[src/fsl_pkg.sv]
// fsl_pkg: constants shared by the flash security lock decoder.
// assumes a single 50 MHz clock and a synchronous active-high reset.
package fsl_pkg;
    localparam int unsigned FSL_CLK_HZ = 50_000_000;
    localparam int unsigned FSL_NUM_LOCK_BITS = 3;
    localparam int unsigned FSL_LOAD_CYCLES = 4;
    // wishbone register byte addresses
    localparam logic [3:0] FSL_ADDR_STATUS = 4'h0;
    localparam logic [3:0] FSL_ADDR_PROGRAM = 4'h4;
    localparam logic [3:0] FSL_ADDR_CONTROL = 4'h8;
    localparam logic [3:0] FSL_ADDR_REFUSED = 4'hc;
    // status fields
    localparam int unsigned FSL_ST_BITS_LSB = 0;
    localparam int unsigned FSL_ST_LEVEL_LSB = 4;
    localparam int unsigned FSL_ST_LOADED = 8;
    localparam int unsigned FSL_ST_UNDEF = 9;
    // control fields
    localparam int unsigned FSL_CT_FULL_ERASE = 0;
    localparam int unsigned FSL_CT_CLR_REFUSED = 1;
    // refused-operation sticky flags
    localparam int unsigned FSL_RF_TABLE = 0;
    localparam int unsigned FSL_RF_BLOCK = 1;
    localparam int unsigned FSL_RF_BOOT = 2;
    localparam int unsigned FSL_RF_VERIFY = 3;
    localparam int unsigned FSL_RF_EXT = 4;
    localparam int unsigned FSL_RF_W = 5;
    // protection levels: code 0..3 means level 1..4
    typedef enum logic [1:0] {
        FSL_LVL_1,
        FSL_LVL_2,
        FSL_LVL_3,
        FSL_LVL_4
    } fsl_level_e;
    localparam logic [2:0] FSL_PAT_L1 = 3'h0;
    localparam logic [2:0] FSL_PAT_L2 = 3'h1;
    localparam logic [2:0] FSL_PAT_L3 = 3'h3;
    localparam logic [2:0] FSL_PAT_L4 = 3'h7;
endpackage

[src/fsl_level_decode.sv]
// fsl_level_decode: lock-bit pattern to protection level, combinational.
// assumes only the four defined patterns are ever programmed.
module fsl_level_decode
    import fsl_pkg::*;
(
    // lock bits, bit 0 is lock_bit_one
    input wire logic [2:0] lock_bits_i,
    // decoded level
    output fsl_pkg::fsl_level_e level_o,
    output logic undefined_o
);
    always_comb begin
        undefined_o = 1'b0;
        unique case (lock_bits_i)
            FSL_PAT_L1: level_o = FSL_LVL_1;
            FSL_PAT_L2: level_o = FSL_LVL_2;
            FSL_PAT_L3: level_o = FSL_LVL_3;
            FSL_PAT_L4: level_o = FSL_LVL_4;
            default: begin
                // undefined pattern: most restrictive level
                level_o = FSL_LVL_4;
                undefined_o = 1'b1;
            end
        endcase
    end
endmodule // fsl_level_decode

[src/fsl_lock_decoder.sv]
// fsl_lock_decoder: holds the lock bits, decodes the level and gates
// cpu fetch and programmer operations. wishbone classic slave.
// assumes flash lock-bit store is given as a port sampled after reset.
//
// The placing of the registers and the Wishbone slave port were decided locally.
module fsl_lock_decoder
    import fsl_pkg::*;
#(
    parameter int unsigned LOAD_CYCLES = FSL_LOAD_CYCLES
) (
    // clock and reset
    input wire logic clk_i,
    input wire logic rst_i,
    // wishbone classic slave
    input wire logic [3:0] adr_i,
    input wire logic [31:0] dat_i,
    input wire logic [3:0] sel_i,
    input wire logic we_i,
    input wire logic cyc_i,
    input wire logic stb_i,
    output logic [31:0] dat_o,
    output logic ack_o,
    // non-volatile lock bit image
    input wire logic [2:0] flash_lock_bits_i,
    // cpu fetch and programmer requests
    input wire logic code_table_read_instruction_i,
    input wire logic fetch_from_external_i,
    input wire logic verify_req_i,
    input wire logic block_erase_req_i,
    input wire logic boot_prog_req_i,
    // grants
    output logic table_read_ok_o,
    output logic ext_exec_ok_o,
    output logic verify_ok_o,
    output logic block_erase_ok_o,
    output logic boot_prog_ok_o,
    output logic full_erase_o,
    output logic [2:0] lock_bits_o,
    output logic loaded_o
);
    import fsl_pkg::*;

// Overview of operation
// [RULE_01] level 1 blocks table reads from external code reading internal code
// [RULE_02] level 2 adds refusal of block erase commands
// [RULE_03] level 2 and above reject status byte or boot vector erase/program
// [RULE_04] level 3 adds refusal of code memory verify reads
// [RULE_05] level 4 adds refusal of execution from external program memory
// [RULE_06] each lock bit stored and programmed separately, none forces others
// [RULE_07] full-chip erase always accepted at any level
// [RULE_08] programmer uses only the four defined lock bit patterns
// [RULE_09] a set lock bit never blocks programming of unprogrammed bits
// [RULE_10] exactly three lock bits, the only inputs to level decode
// [RULE_11] lock bits loaded after reset before any request is judged

    typedef struct packed {
        logic [2:0] bits;
        logic loaded;
        logic [7:0] load_cnt;
        logic [FSL_RF_W-1:0] refused;
        logic table_ok;
        logic ext_ok;
        logic ver_ok;
        logic blk_ok;
        logic boot_ok;
        logic full_erase;
        logic ack;
        logic [31:0] rdata;
    } fsl_state_s;

    fsl_state_s state_q;
    fsl_state_s state_d;
    fsl_level_e level;
    logic undefined;
    logic bus_req;
    logic bus_wr;
    logic l2_up;
    logic l3_up;
    logic l4_up;
    logic [FSL_RF_W-1:0] refuse_now;

    fsl_level_decode u_decode (
        .lock_bits_i(state_q.bits), // [RULE_10]
        .level_o(level),
        .undefined_o(undefined)
    );

    assign bus_req = cyc_i && stb_i && !state_q.ack;
    assign bus_wr = bus_req && we_i && sel_i[0];
    assign l2_up = level != FSL_LVL_1;
    assign l3_up = level == FSL_LVL_3 || level == FSL_LVL_4;
    assign l4_up = level == FSL_LVL_4;

    always_comb begin
        refuse_now = '0;
        if (state_q.loaded) begin
            refuse_now[FSL_RF_TABLE] = code_table_read_instruction_i
                && fetch_from_external_i; // [RULE_01]
            refuse_now[FSL_RF_BLOCK] = block_erase_req_i && l2_up; // [RULE_02]
            refuse_now[FSL_RF_BOOT] = boot_prog_req_i && l2_up; // [RULE_03]
            refuse_now[FSL_RF_VERIFY] = verify_req_i && l3_up; // [RULE_04]
            refuse_now[FSL_RF_EXT] = fetch_from_external_i && l4_up; // [RULE_05]
        end
    end

    always_comb begin
        state_d = state_q;
        state_d.ack = bus_req;
        state_d.full_erase = 1'b0;
        // load from flash image after reset
        if (!state_q.loaded) begin
            state_d.bits = flash_lock_bits_i; // [RULE_11]
            state_d.load_cnt = state_q.load_cnt + 8'h01;
            if (state_q.load_cnt == 8'(LOAD_CYCLES - 1)) begin
                state_d.loaded = 1'b1; // [RULE_11]
            end
        end
        // grants, all closed until loaded
        state_d.table_ok = state_d.loaded && !(code_table_read_instruction_i
            && fetch_from_external_i); // [RULE_01]
        state_d.ext_ok = state_d.loaded && !l4_up; // [RULE_05]
        state_d.ver_ok = state_d.loaded && !l3_up; // [RULE_04]
        state_d.blk_ok = state_d.loaded && !l2_up; // [RULE_02]
        state_d.boot_ok = state_d.loaded && !l2_up; // [RULE_03]
        // sticky refusals, set wins over clear
        if (bus_wr && adr_i == FSL_ADDR_CONTROL
            && dat_i[FSL_CT_CLR_REFUSED]) begin
            state_d.refused = '0;
        end
        state_d.refused = state_d.refused | refuse_now;
        if (bus_wr && state_q.loaded) begin
            if (adr_i == FSL_ADDR_PROGRAM) begin
                // set-only per bit; others unaffected
                state_d.bits = state_q.bits | dat_i[2:0]; // [RULE_06] [RULE_09]
            end else if (adr_i == FSL_ADDR_CONTROL
                && dat_i[FSL_CT_FULL_ERASE]) begin
                state_d.bits = '0; // [RULE_07]
                state_d.full_erase = 1'b1; // [RULE_07]
            end
        end
        state_d.rdata = '0;
        if (bus_req && !we_i) begin
            unique case (adr_i)
                FSL_ADDR_STATUS: begin
                    state_d.rdata[FSL_ST_BITS_LSB +: 3] = state_q.bits;
                    state_d.rdata[FSL_ST_LEVEL_LSB +: 2] = level;
                    state_d.rdata[FSL_ST_LOADED] = state_q.loaded;
                    state_d.rdata[FSL_ST_UNDEF] = undefined; // [RULE_08]
                end
                FSL_ADDR_PROGRAM: state_d.rdata[2:0] = state_q.bits;
                FSL_ADDR_REFUSED: state_d.rdata[FSL_RF_W-1:0] = state_q.refused;
                default: state_d.rdata = '0;
            endcase
        end
    end

    always_ff @(posedge clk_i) begin
        if (rst_i) begin
            state_q <= '0;
        end else begin
            state_q <= state_d;
        end
    end

    assign dat_o = state_q.rdata;
    assign ack_o = state_q.ack;
    assign table_read_ok_o = state_q.table_ok;
    assign ext_exec_ok_o = state_q.ext_ok;
    assign verify_ok_o = state_q.ver_ok;
    assign block_erase_ok_o = state_q.blk_ok;
    assign boot_prog_ok_o = state_q.boot_ok;
    assign full_erase_o = state_q.full_erase;
    assign lock_bits_o = state_q.bits;
    assign loaded_o = state_q.loaded;

    a_no_grant_unloaded: assert property (@(posedge clk_i) disable iff (rst_i)
        !loaded_o |-> !(ext_exec_ok_o || verify_ok_o || block_erase_ok_o)) // [RULE_11]
        else $error("grant before lock bits loaded");
    a_blk_erase_lvl2: assert property (@(posedge clk_i) disable iff (rst_i)
        loaded_o && lock_bits_o[0] |=> !block_erase_ok_o) // [RULE_02]
        else $error("block erase granted at level 2");
    a_boot_prog_lvl2: assert property (@(posedge clk_i) disable iff (rst_i)
        loaded_o && lock_bits_o != 3'h0 |=> !boot_prog_ok_o) // [RULE_03]
        else $error("boot vector programming granted above level 1");
    a_verify_lvl3: assert property (@(posedge clk_i) disable iff (rst_i)
        loaded_o && lock_bits_o[1] |=> !verify_ok_o) // [RULE_04]
        else $error("verify granted at level 3");
    a_ext_exec_lvl4: assert property (@(posedge clk_i) disable iff (rst_i)
        loaded_o && lock_bits_o == 3'h7 |=> !ext_exec_ok_o) // [RULE_05]
        else $error("external execution granted at level 4");
    a_table_read_blk: assert property (@(posedge clk_i) disable iff (rst_i)
        code_table_read_instruction_i && fetch_from_external_i
        |=> !table_read_ok_o) // [RULE_01]
        else $error("external table read of internal code granted");
    a_bits_set_only: assert property (@(posedge clk_i) disable iff (rst_i)
        $past(loaded_o) && !full_erase_o
        |-> (lock_bits_o & $past(lock_bits_o)) == $past(lock_bits_o)) // [RULE_09]
        else $error("lock bit cleared without full erase");
    a_full_erase_ok: assert property (@(posedge clk_i) disable iff (rst_i)
        full_erase_o |-> lock_bits_o == 3'h0) // [RULE_07]
        else $error("full erase did not clear lock bits");
    a_ack_one_cycle: assert property (@(posedge clk_i) disable iff (rst_i)
        ack_o |=> !ack_o)
        else $error("ack held more than one cycle");

    // bus handshake
    a_ack_follows_req: assert property (
        @(posedge clk_i) disable iff (rst_i)
        cyc_i && stb_i && !ack_o |=> ack_o)
        else $error("request not acknowledged next cycle");
    a_ack_needs_req: assert property (
        @(posedge clk_i) disable iff (rst_i)
        !(cyc_i && stb_i) |=> !ack_o)
        else $error("ack without request");
    a_rdata_idle_zero: assert property (
        @(posedge clk_i) disable iff (rst_i)
        !ack_o |-> dat_o == 32'h0)
        else $error("read data outside ack");
    a_write_reads_zero: assert property (
        @(posedge clk_i) disable iff (rst_i)
        ack_o && $past(we_i) |-> dat_o == 32'h0)
        else $error("read data on write ack");
    a_unmapped_zero: assert property ( // [RULE_10]
        @(posedge clk_i) disable iff (rst_i)
        ack_o && $past(!we_i) && $past(adr_i) != FSL_ADDR_STATUS
        && $past(adr_i) != FSL_ADDR_PROGRAM
        && $past(adr_i) != FSL_ADDR_REFUSED |-> dat_o == 32'h0)
        else $error("unmapped read not zero");

    // loading after reset
    a_loaded_sticky: assert property ( // [RULE_11]
        @(posedge clk_i) disable iff (rst_i)
        loaded_o |=> loaded_o)
        else $error("loaded flag dropped");
    a_load_count: assert property ( // [RULE_11]
        @(posedge clk_i) disable iff (rst_i)
        !loaded_o |-> state_q.load_cnt < LOAD_CYCLES)
        else $error("load counter overran");
    a_bits_track_flash: assert property ( // [RULE_11]
        @(posedge clk_i) disable iff (rst_i)
        !state_q.loaded |=> lock_bits_o == $past(flash_lock_bits_i))
        else $error("lock bits not taken from flash image");

    // programming and erase
    a_program_sets: assert property ( // [RULE_06]
        @(posedge clk_i) disable iff (rst_i)
        ack_o && $past(we_i) && $past(sel_i[0]) && $past(loaded_o)
        && $past(adr_i) == FSL_ADDR_PROGRAM
        |-> lock_bits_o == ($past(lock_bits_o) | $past(dat_i[2:0])))
        else $error("program write did not set requested bits");
    a_erase_any_level: assert property ( // [RULE_07]
        @(posedge clk_i) disable iff (rst_i)
        ack_o && $past(we_i) && $past(sel_i[0]) && $past(loaded_o)
        && $past(adr_i) == FSL_ADDR_CONTROL && $past(dat_i[0])
        |-> full_erase_o)
        else $error("full erase refused");
    a_erase_only_cmd: assert property ( // [RULE_07]
        @(posedge clk_i) disable iff (rst_i)
        full_erase_o |-> ack_o)
        else $error("full erase without command");

    // sticky refusals
    a_refused_sticky: assert property (
        @(posedge clk_i) disable iff (rst_i)
        !(bus_wr && adr_i == FSL_ADDR_CONTROL && dat_i[FSL_CT_CLR_REFUSED])
        |=> (state_q.refused & $past(state_q.refused))
        == $past(state_q.refused))
        else $error("refusal flag lost without clear");
    a_refuse_table: assert property ( // [RULE_01]
        @(posedge clk_i) disable iff (rst_i)
        loaded_o && code_table_read_instruction_i && fetch_from_external_i
        |=> state_q.refused[FSL_RF_TABLE])
        else $error("table read refusal not flagged");
    a_refuse_block: assert property ( // [RULE_02]
        @(posedge clk_i) disable iff (rst_i)
        loaded_o && block_erase_req_i && lock_bits_o != 3'h0
        |=> state_q.refused[FSL_RF_BLOCK])
        else $error("block erase refusal not flagged");
    a_refuse_boot: assert property ( // [RULE_03]
        @(posedge clk_i) disable iff (rst_i)
        loaded_o && boot_prog_req_i && lock_bits_o != 3'h0
        |=> state_q.refused[FSL_RF_BOOT])
        else $error("boot vector refusal not flagged");
    a_refuse_verify: assert property ( // [RULE_04]
        @(posedge clk_i) disable iff (rst_i)
        loaded_o && verify_req_i && lock_bits_o[1]
        |=> state_q.refused[FSL_RF_VERIFY])
        else $error("verify refusal not flagged");
    a_refuse_ext: assert property ( // [RULE_05]
        @(posedge clk_i) disable iff (rst_i)
        loaded_o && fetch_from_external_i && lock_bits_o == 3'h7
        |=> state_q.refused[FSL_RF_EXT])
        else $error("external execution refusal not flagged");

    // grants where the level allows
    a_table_ok_free: assert property ( // [RULE_01]
        @(posedge clk_i) disable iff (rst_i)
        loaded_o && !(code_table_read_instruction_i && fetch_from_external_i)
        |=> table_read_ok_o)
        else $error("table read wrongly blocked");
    a_blk_ok_lvl1: assert property ( // [RULE_02]
        @(posedge clk_i) disable iff (rst_i)
        loaded_o && lock_bits_o == 3'h0 |=> block_erase_ok_o)
        else $error("block erase blocked at level 1");
    a_boot_ok_lvl1: assert property ( // [RULE_03]
        @(posedge clk_i) disable iff (rst_i)
        loaded_o && lock_bits_o == 3'h0 |=> boot_prog_ok_o)
        else $error("boot programming blocked at level 1");
    a_verify_ok_low: assert property ( // [RULE_04]
        @(posedge clk_i) disable iff (rst_i)
        loaded_o && (lock_bits_o == 3'h0 || lock_bits_o == 3'h1)
        |=> verify_ok_o)
        else $error("verify blocked below level 3");
    a_ext_ok_lvl3: assert property ( // [RULE_05]
        @(posedge clk_i) disable iff (rst_i)
        loaded_o && lock_bits_o == 3'h3 |=> ext_exec_ok_o)
        else $error("external execution blocked at level 3");

    // status and refusal reads
    a_status_bits: assert property ( // [RULE_10]
        @(posedge clk_i) disable iff (rst_i)
        ack_o && $past(!we_i) && $past(adr_i) == FSL_ADDR_STATUS
        |-> dat_o[2:0] == $past(lock_bits_o))
        else $error("status read shows wrong lock bits");
    a_status_undef: assert property ( // [RULE_08]
        @(posedge clk_i) disable iff (rst_i)
        ack_o && $past(!we_i) && $past(adr_i) == FSL_ADDR_STATUS
        |-> dat_o[FSL_ST_UNDEF]
        == !($past(lock_bits_o) inside {3'h0, 3'h1, 3'h3, 3'h7}))
        else $error("undefined pattern flag wrong");
    a_refused_read: assert property (
        @(posedge clk_i) disable iff (rst_i)
        ack_o && $past(!we_i) && $past(adr_i) == FSL_ADDR_REFUSED
        |-> dat_o[FSL_RF_W-1:0] == $past(state_q.refused))
        else $error("refusal read shows wrong flags");
    c_level4: cover property (@(posedge clk_i) disable iff (rst_i)
        loaded_o && lock_bits_o == 3'h7);
    c_full_erase: cover property (@(posedge clk_i) disable iff (rst_i)
        full_erase_o);
    c_refused: cover property (@(posedge clk_i) disable iff (rst_i)
        state_q.refused != '0);
    c_program_write: cover property (@(posedge clk_i) disable iff (rst_i)
        bus_wr && state_q.loaded && adr_i == FSL_ADDR_PROGRAM);
    c_early_write: cover property (@(posedge clk_i) disable iff (rst_i)
        bus_wr && !state_q.loaded);
endmodule // fsl_lock_decoder

[config.mk]
export PLATFORM = sky130hd
export DESIGN_NAME = fsl_lock_decoder
export DESIGN_NICKNAME = d
export VERILOG_FILES = /design/src/fsl_pkg.sv /design/src/fsl_level_decode.sv /design/src/fsl_lock_decoder.sv
export SDC_FILE = /design/constraint.sdc
export NUM_CORES = 1
export LEC_CHECK = 0
export ABC_AREA = 1
export BUFFER_PORTS_ARGS = -buffer_cell sky130_fd_sc_hd__clkbuf_2
export CAP_MARGIN = 5
export CORE_ASPECT_RATIO = 0.8
export CORE_MARGIN = 5
export CORE_UTILIZATION = 39
export DETAILED_ROUTE_END_ITERATION = 8
export PLACE_DENSITY = 0.76
export SETUP_SLACK_MARGIN = 0.4
export SLEW_MARGIN = 20
export SYNTH_ARGS = -nofsm -noshare
export SYNTH_HDL_FRONTEND = slang
export SYNTH_SLANG_ARGS = --single-unit
export TNS_END_PERCENT = 20
[constraint.sdc]
create_clock -name clk_i -period 1 [get_ports clk_i]
set_input_delay 0.2 -clock clk_i [delete_from_list [all_inputs] [get_ports clk_i]]
set_output_delay 0.2 -clock clk_i [all_outputs]
set_load 0.01 [all_outputs]
# Yosys cells after proc, flatten, opt, wreduce, memory -nomap -nowiden
# Cells that the tools add are included.
# W data, S select, Z words.
[totals]
ff_bits = 55
wordCells = 76
output_inout_bits = 43
[classes]
add_sub_neg = 1
reduce_logical = 34
muxes = 12
n_bitwise = 6
eq_ne = 9
[ops]
columns = ["operator", "count"]
rows = [
  ["$logic_and A1 B1 Y1", 18],
  ["$mux W12", 1],
  ["$mux W5", 2],
  ["$mux W3", 3],
  ["$reduce_or A3 Y1", 3],
  ["$add A8 B1 Y8 const B", 1],
  ["$eq A4 B4 Y1 const B", 2],
  ["$eq A8 B2 Y1 const B", 1],
  ["$logic_not A1 Y1", 6],
  ["$pmux W2 S3", 1],
  ["$pmux W3 S2", 1],
  ["$or A5 B5 Y5", 1],
  ["$eq A2 B2 Y1 const B", 2],
  ["$eq A4 B3 Y1 const B", 1],
  ["$logic_not A4 Y1", 1],
  ["$not A1 Y1", 4],
  ["$reduce_or A2 Y1", 2],
  ["$reduce_or A4 Y1", 1],
  ["$eq A3 B1 Y1 const B", 1],
  ["$eq A3 B2 Y1 const B", 1],
  ["$eq A3 B3 Y1 const B", 1],
  ["$logic_not A3 Y1", 1],
  ["$mux W1", 3],
  ["$or A3 B3 Y3", 1],
  ["other kinds (3)", 3],
]

# Depth between registers and ports, before layout
[logic_depth]
depth_word = 8
depth_mapped = 9

# Hierarchy
# A second synthesis with hierarchy kept.
[unflattened]
cells_unflattened = 231
area_unflattened_um2 = 1649.1
[modules_own_cells]
columns = ["module", "seq_area_each_um2", "instances", "area_each_um2", "cells_per_inst"]
rows = [
  ["fsl_lock_decoder", 620.6, 1, 1611.5, 223],
  ["fsl_level_decode", 0.0, 1, 37.5, 8],
]

# Worst setup path after synthesis
# Ideal clock, no wire load.
[synth_timing]
kind = "register -> register"
from = "register state_q (netlist bit loaded_o)"
to = "register state_q[50] in the netlist's numbering"
arrival_time_ns = 0.975
path_stages_with_launch = 9
slack_ns = -0.090
period_less_slack_ns = 1.090
n_path_buf = 2
cell_sequence = "dfxtp_1 > buf_6 > inv_8 > buf_12 > nand4_2 > nor2_2 > nand3_1 > nand2_1 > nor2_1"
[synth_rtl]
columns = ["item", "line_no", "rtl"]
rows = [
  ["from (decl)", "fsl_lock_decoder.sv:71", "fsl_state_s state_q;"],
  ["from (signal assigned)", "fsl_lock_decoder.sv:161", "state_q <= state_d;"],
]

# Final worst setup path
[layout_timing]
from = "register state_q (netlist bit loaded_o)"
to = "output port loaded_o"
[layout_rtl]
columns = ["item", "line_no", "rtl"]
rows = [
  ["to (decl)", "fsl_lock_decoder.sv:39", "output logic loaded_o"],
]
# No word-level cell between the ends.

==> reports/results.ini <==
[logic_synthesis]
synth_top_area_share_pct = 37.6
synth-seq-cells = 31
synth_flop_cell = dfxtp_1
mappedNetlistArea_um2 = 1650
async_flop_share_pct = 0
synth_cells = 223
avgSynthCellArea_um2 = 7.40
synth_cell_types = 26
ys_top_cells_by_area = dfxtp_1 38%, buf_4 16%, nand2_1 9.1%
ys_seq_area_share_pct = 37.6
yosys.area.top_type = dfxtp_1
yosys_warnings = 0
synth-edff-count = 0

[timing]
fmax_mhz = 908
finalSetupViolCount = 19
slew_viol_final = 0
hold_violations = 0
fin_skew_ns = 0.00543
period_share_pct = 110
rsz0062_at_grt = yes
min_period_ns = 1.10
fin_ws_ns = -0.102

[layout]
n_antenna_cell = 0
fillers = 372
fin_cells = 348
area_growth_pct = 42.0
postLayoutCellArea_um2 = 2340
drive_gt1_share_pct = 45.4
fin_nets = 344
layout_commonest_cell = nand2_1
layout_common_cells = 34 x nand2_1, 30 x buf_4, 28 x nor2_1

[setup_path]
end_kind = primary output
cp.required_ns = 0.80
cp_slowest_cell = dfxtp_4
path_class = reg -> out
cpMostUsedCell = buf_6
max_stage_delay_ns = 0.38
worst_setup_path_start_kind = register
path_max_fanout = 5
timing.critical_path.cells = buf_6 > buf_6
worstPathArrival_ns = 0.90

[outcome]
status = finished with violations
violations = negative setup slack

[pwr]
p_seq_share_pct = 40.3
leakagePower_nw = 1.22
netSwitchingFraction_pct = 26.9
vdd_ir_drop_max_mv = 0.830
pwr_density_cell_nw_per_um2 = 1440
clkPwrFrac_pct = 37.8
combPwrFrac_pct = 21.9
p_int_w = 0.00247
net-switching-power_w = 0.000906
power_w = 0.00337

[cts]
cts_max_path_buffers = 2
cts_tree = yes
clk_latency_ns = 0.29
htreeDepth = 2
cts_root_buf = clkbuf_8
clkSinkCount = 31
clk_pin_slew_worst_paths_ns = 0.06
postCtsHoldBufs = 0
numCtsBuffers = 5

[place]
dp.cells = 330
io_buffers = 39
place_congestion = 0.850
dp_hpwl_mm = 2.93
placed_area_um2 = 1920

[routing]
via_per_inst = 4.32
firstDrtPassIters = 4
ant_nets = 0
wl_per_cell_um = 11.7
drc = 0
drtIter0Drc = 86
vias = 1502
wirelength_mm = 4.08

[grt]
grt_max_degree = 13
grt_usage_pct = 15.0
overflow = 0
grt_pass1_wl_mm = 6.12
antenna_found_initial = 0
grt_pass1_vias = 1394

[floorplanning]
pin_count = 96
start_util_pct = 40.0
core-area_um2 = 4130
die_y_um = 68.2
fp-row-count = 21
die_area_um2 = 5640
chipWidth_um = 82.7

[worst_hold_path]
hp-class = in -> reg

[run]
max_cap_violations = 0

[synth_stat cells, types with 2 or more instances]
cell type / n
nand2_1: 40
buf_4: 36
nor2_1: 32
dfxtp_1: 31
inv_1: 17
nand3_1: 17
a21oi_1: 12
o21ai_0: 9
nand2_2: 4
nor2_2: 3
o21ai_2: 3
and3_1: 2
buf_2: 2
nor2_4: 2
nor3_1: 2
[routing by layer]
metal,part of all wire [%],wire [um],track usage [%]
met4,2.8,114,6.94
met1,43,1760,19.2
met3,9.0,368,5.26
met5,0,0,0
met2,45,1830,22.5
[worst paths after layout]
path,startpoint,endpoint,slack [ns],cells after the start
worst max-delay path,loaded_o,loaded_o,-0.10,2
worst min-delay path,boot_prog_req_i,state_q[41],0.17,3
worst max register to register,ack_o,lock_bits_o[0],-0.07,5
worst min register to register,state_q[41],dat_o[2],0.47,2
[power by group through the flow]
| stage | registers (W) | clock network, W | logic [W] |
|---|---|---|---|
| 3_3_place_gp | 0.00138 | 0 | 0.000526 |
| 6_report | 0.00136 | 0.00127 | 0.000740 |
| 3_5_place_dp | 0.00138 | 0 | 0.000535 |
| 4_1_cts | 0.00135 | 0.00130 | 0.000645 |
| 5_1_grt | 0.00137 | 0.00138 | 0.000805 |
| 2_1_floorplan | 0.00138 | 0 | 0.000394 |
[worst max-delay path, delay by kind of cell, from the launching register on]
kind | cells | cell delay, ns
flip-flops | 1 | 0.38
buffers and inverters | 2 | 0.23
[logic make-up (layout without fill, tap and decap cells)]
family,count (synthesis),count (layout),synth area share [%]
simple gates,106,106,29.3
buf+inv,59,104,23.7
flops,31,31,37.6
compound gates,25,25,8.49
fa+ha+maj,1,1,0.758
other cells,1,24,0.227
[area by class of cell]
cell class              instances  area, um^2  area share, %
repair buffers                 77         579           24.7
clock buffers                   6        82.6           3.52
flip-flops and latches         31         642           27.4
inverters                      19        78.8           3.36
well taps                      57        71.3           3.04
clock inverters                 2        35.0           1.49
multi-input cells             156         855           36.5
[registers in the layout (all words and copies together) (netlist names)]
signal	count
dat_o	8
state_q	13
verify_ok_o	1
lock_bits_o	3
table_read_ok_o	1
boot_prog_ok_o	1
loaded_o	1
ack_o	1
full_erase_o	1
ext_exec_ok_o	1
[stage by stage]
stage	worst slack (ns)	TNS, ns	utilization, %	hold WS, ns
after detailed placement	-0.175	-2.43	46.6	0.466
after CTS	-0.141	-0.645	53.6	0.158
after floorplan	-0.0800	-0.369	-	0.362
after global placement	-0.189	-2.14	46.6	0.460
final	-0.102	-0.779	56.8	0.174
after global routing	-0.146	-2.35	56.8	0.172
[repair_timing]
item / 4_1_cts / 5_1_grt
endpoints found under the hold margin: 0 / 0
buffers inserted: 6 / 4
gates resized for setup: 36 / 43
pin swaps: 14 / 10
cloned: 0 / 0
endpoints found under the setup margin: 50 / 50
Note: power is estimated with default switching activity, not from simulation.
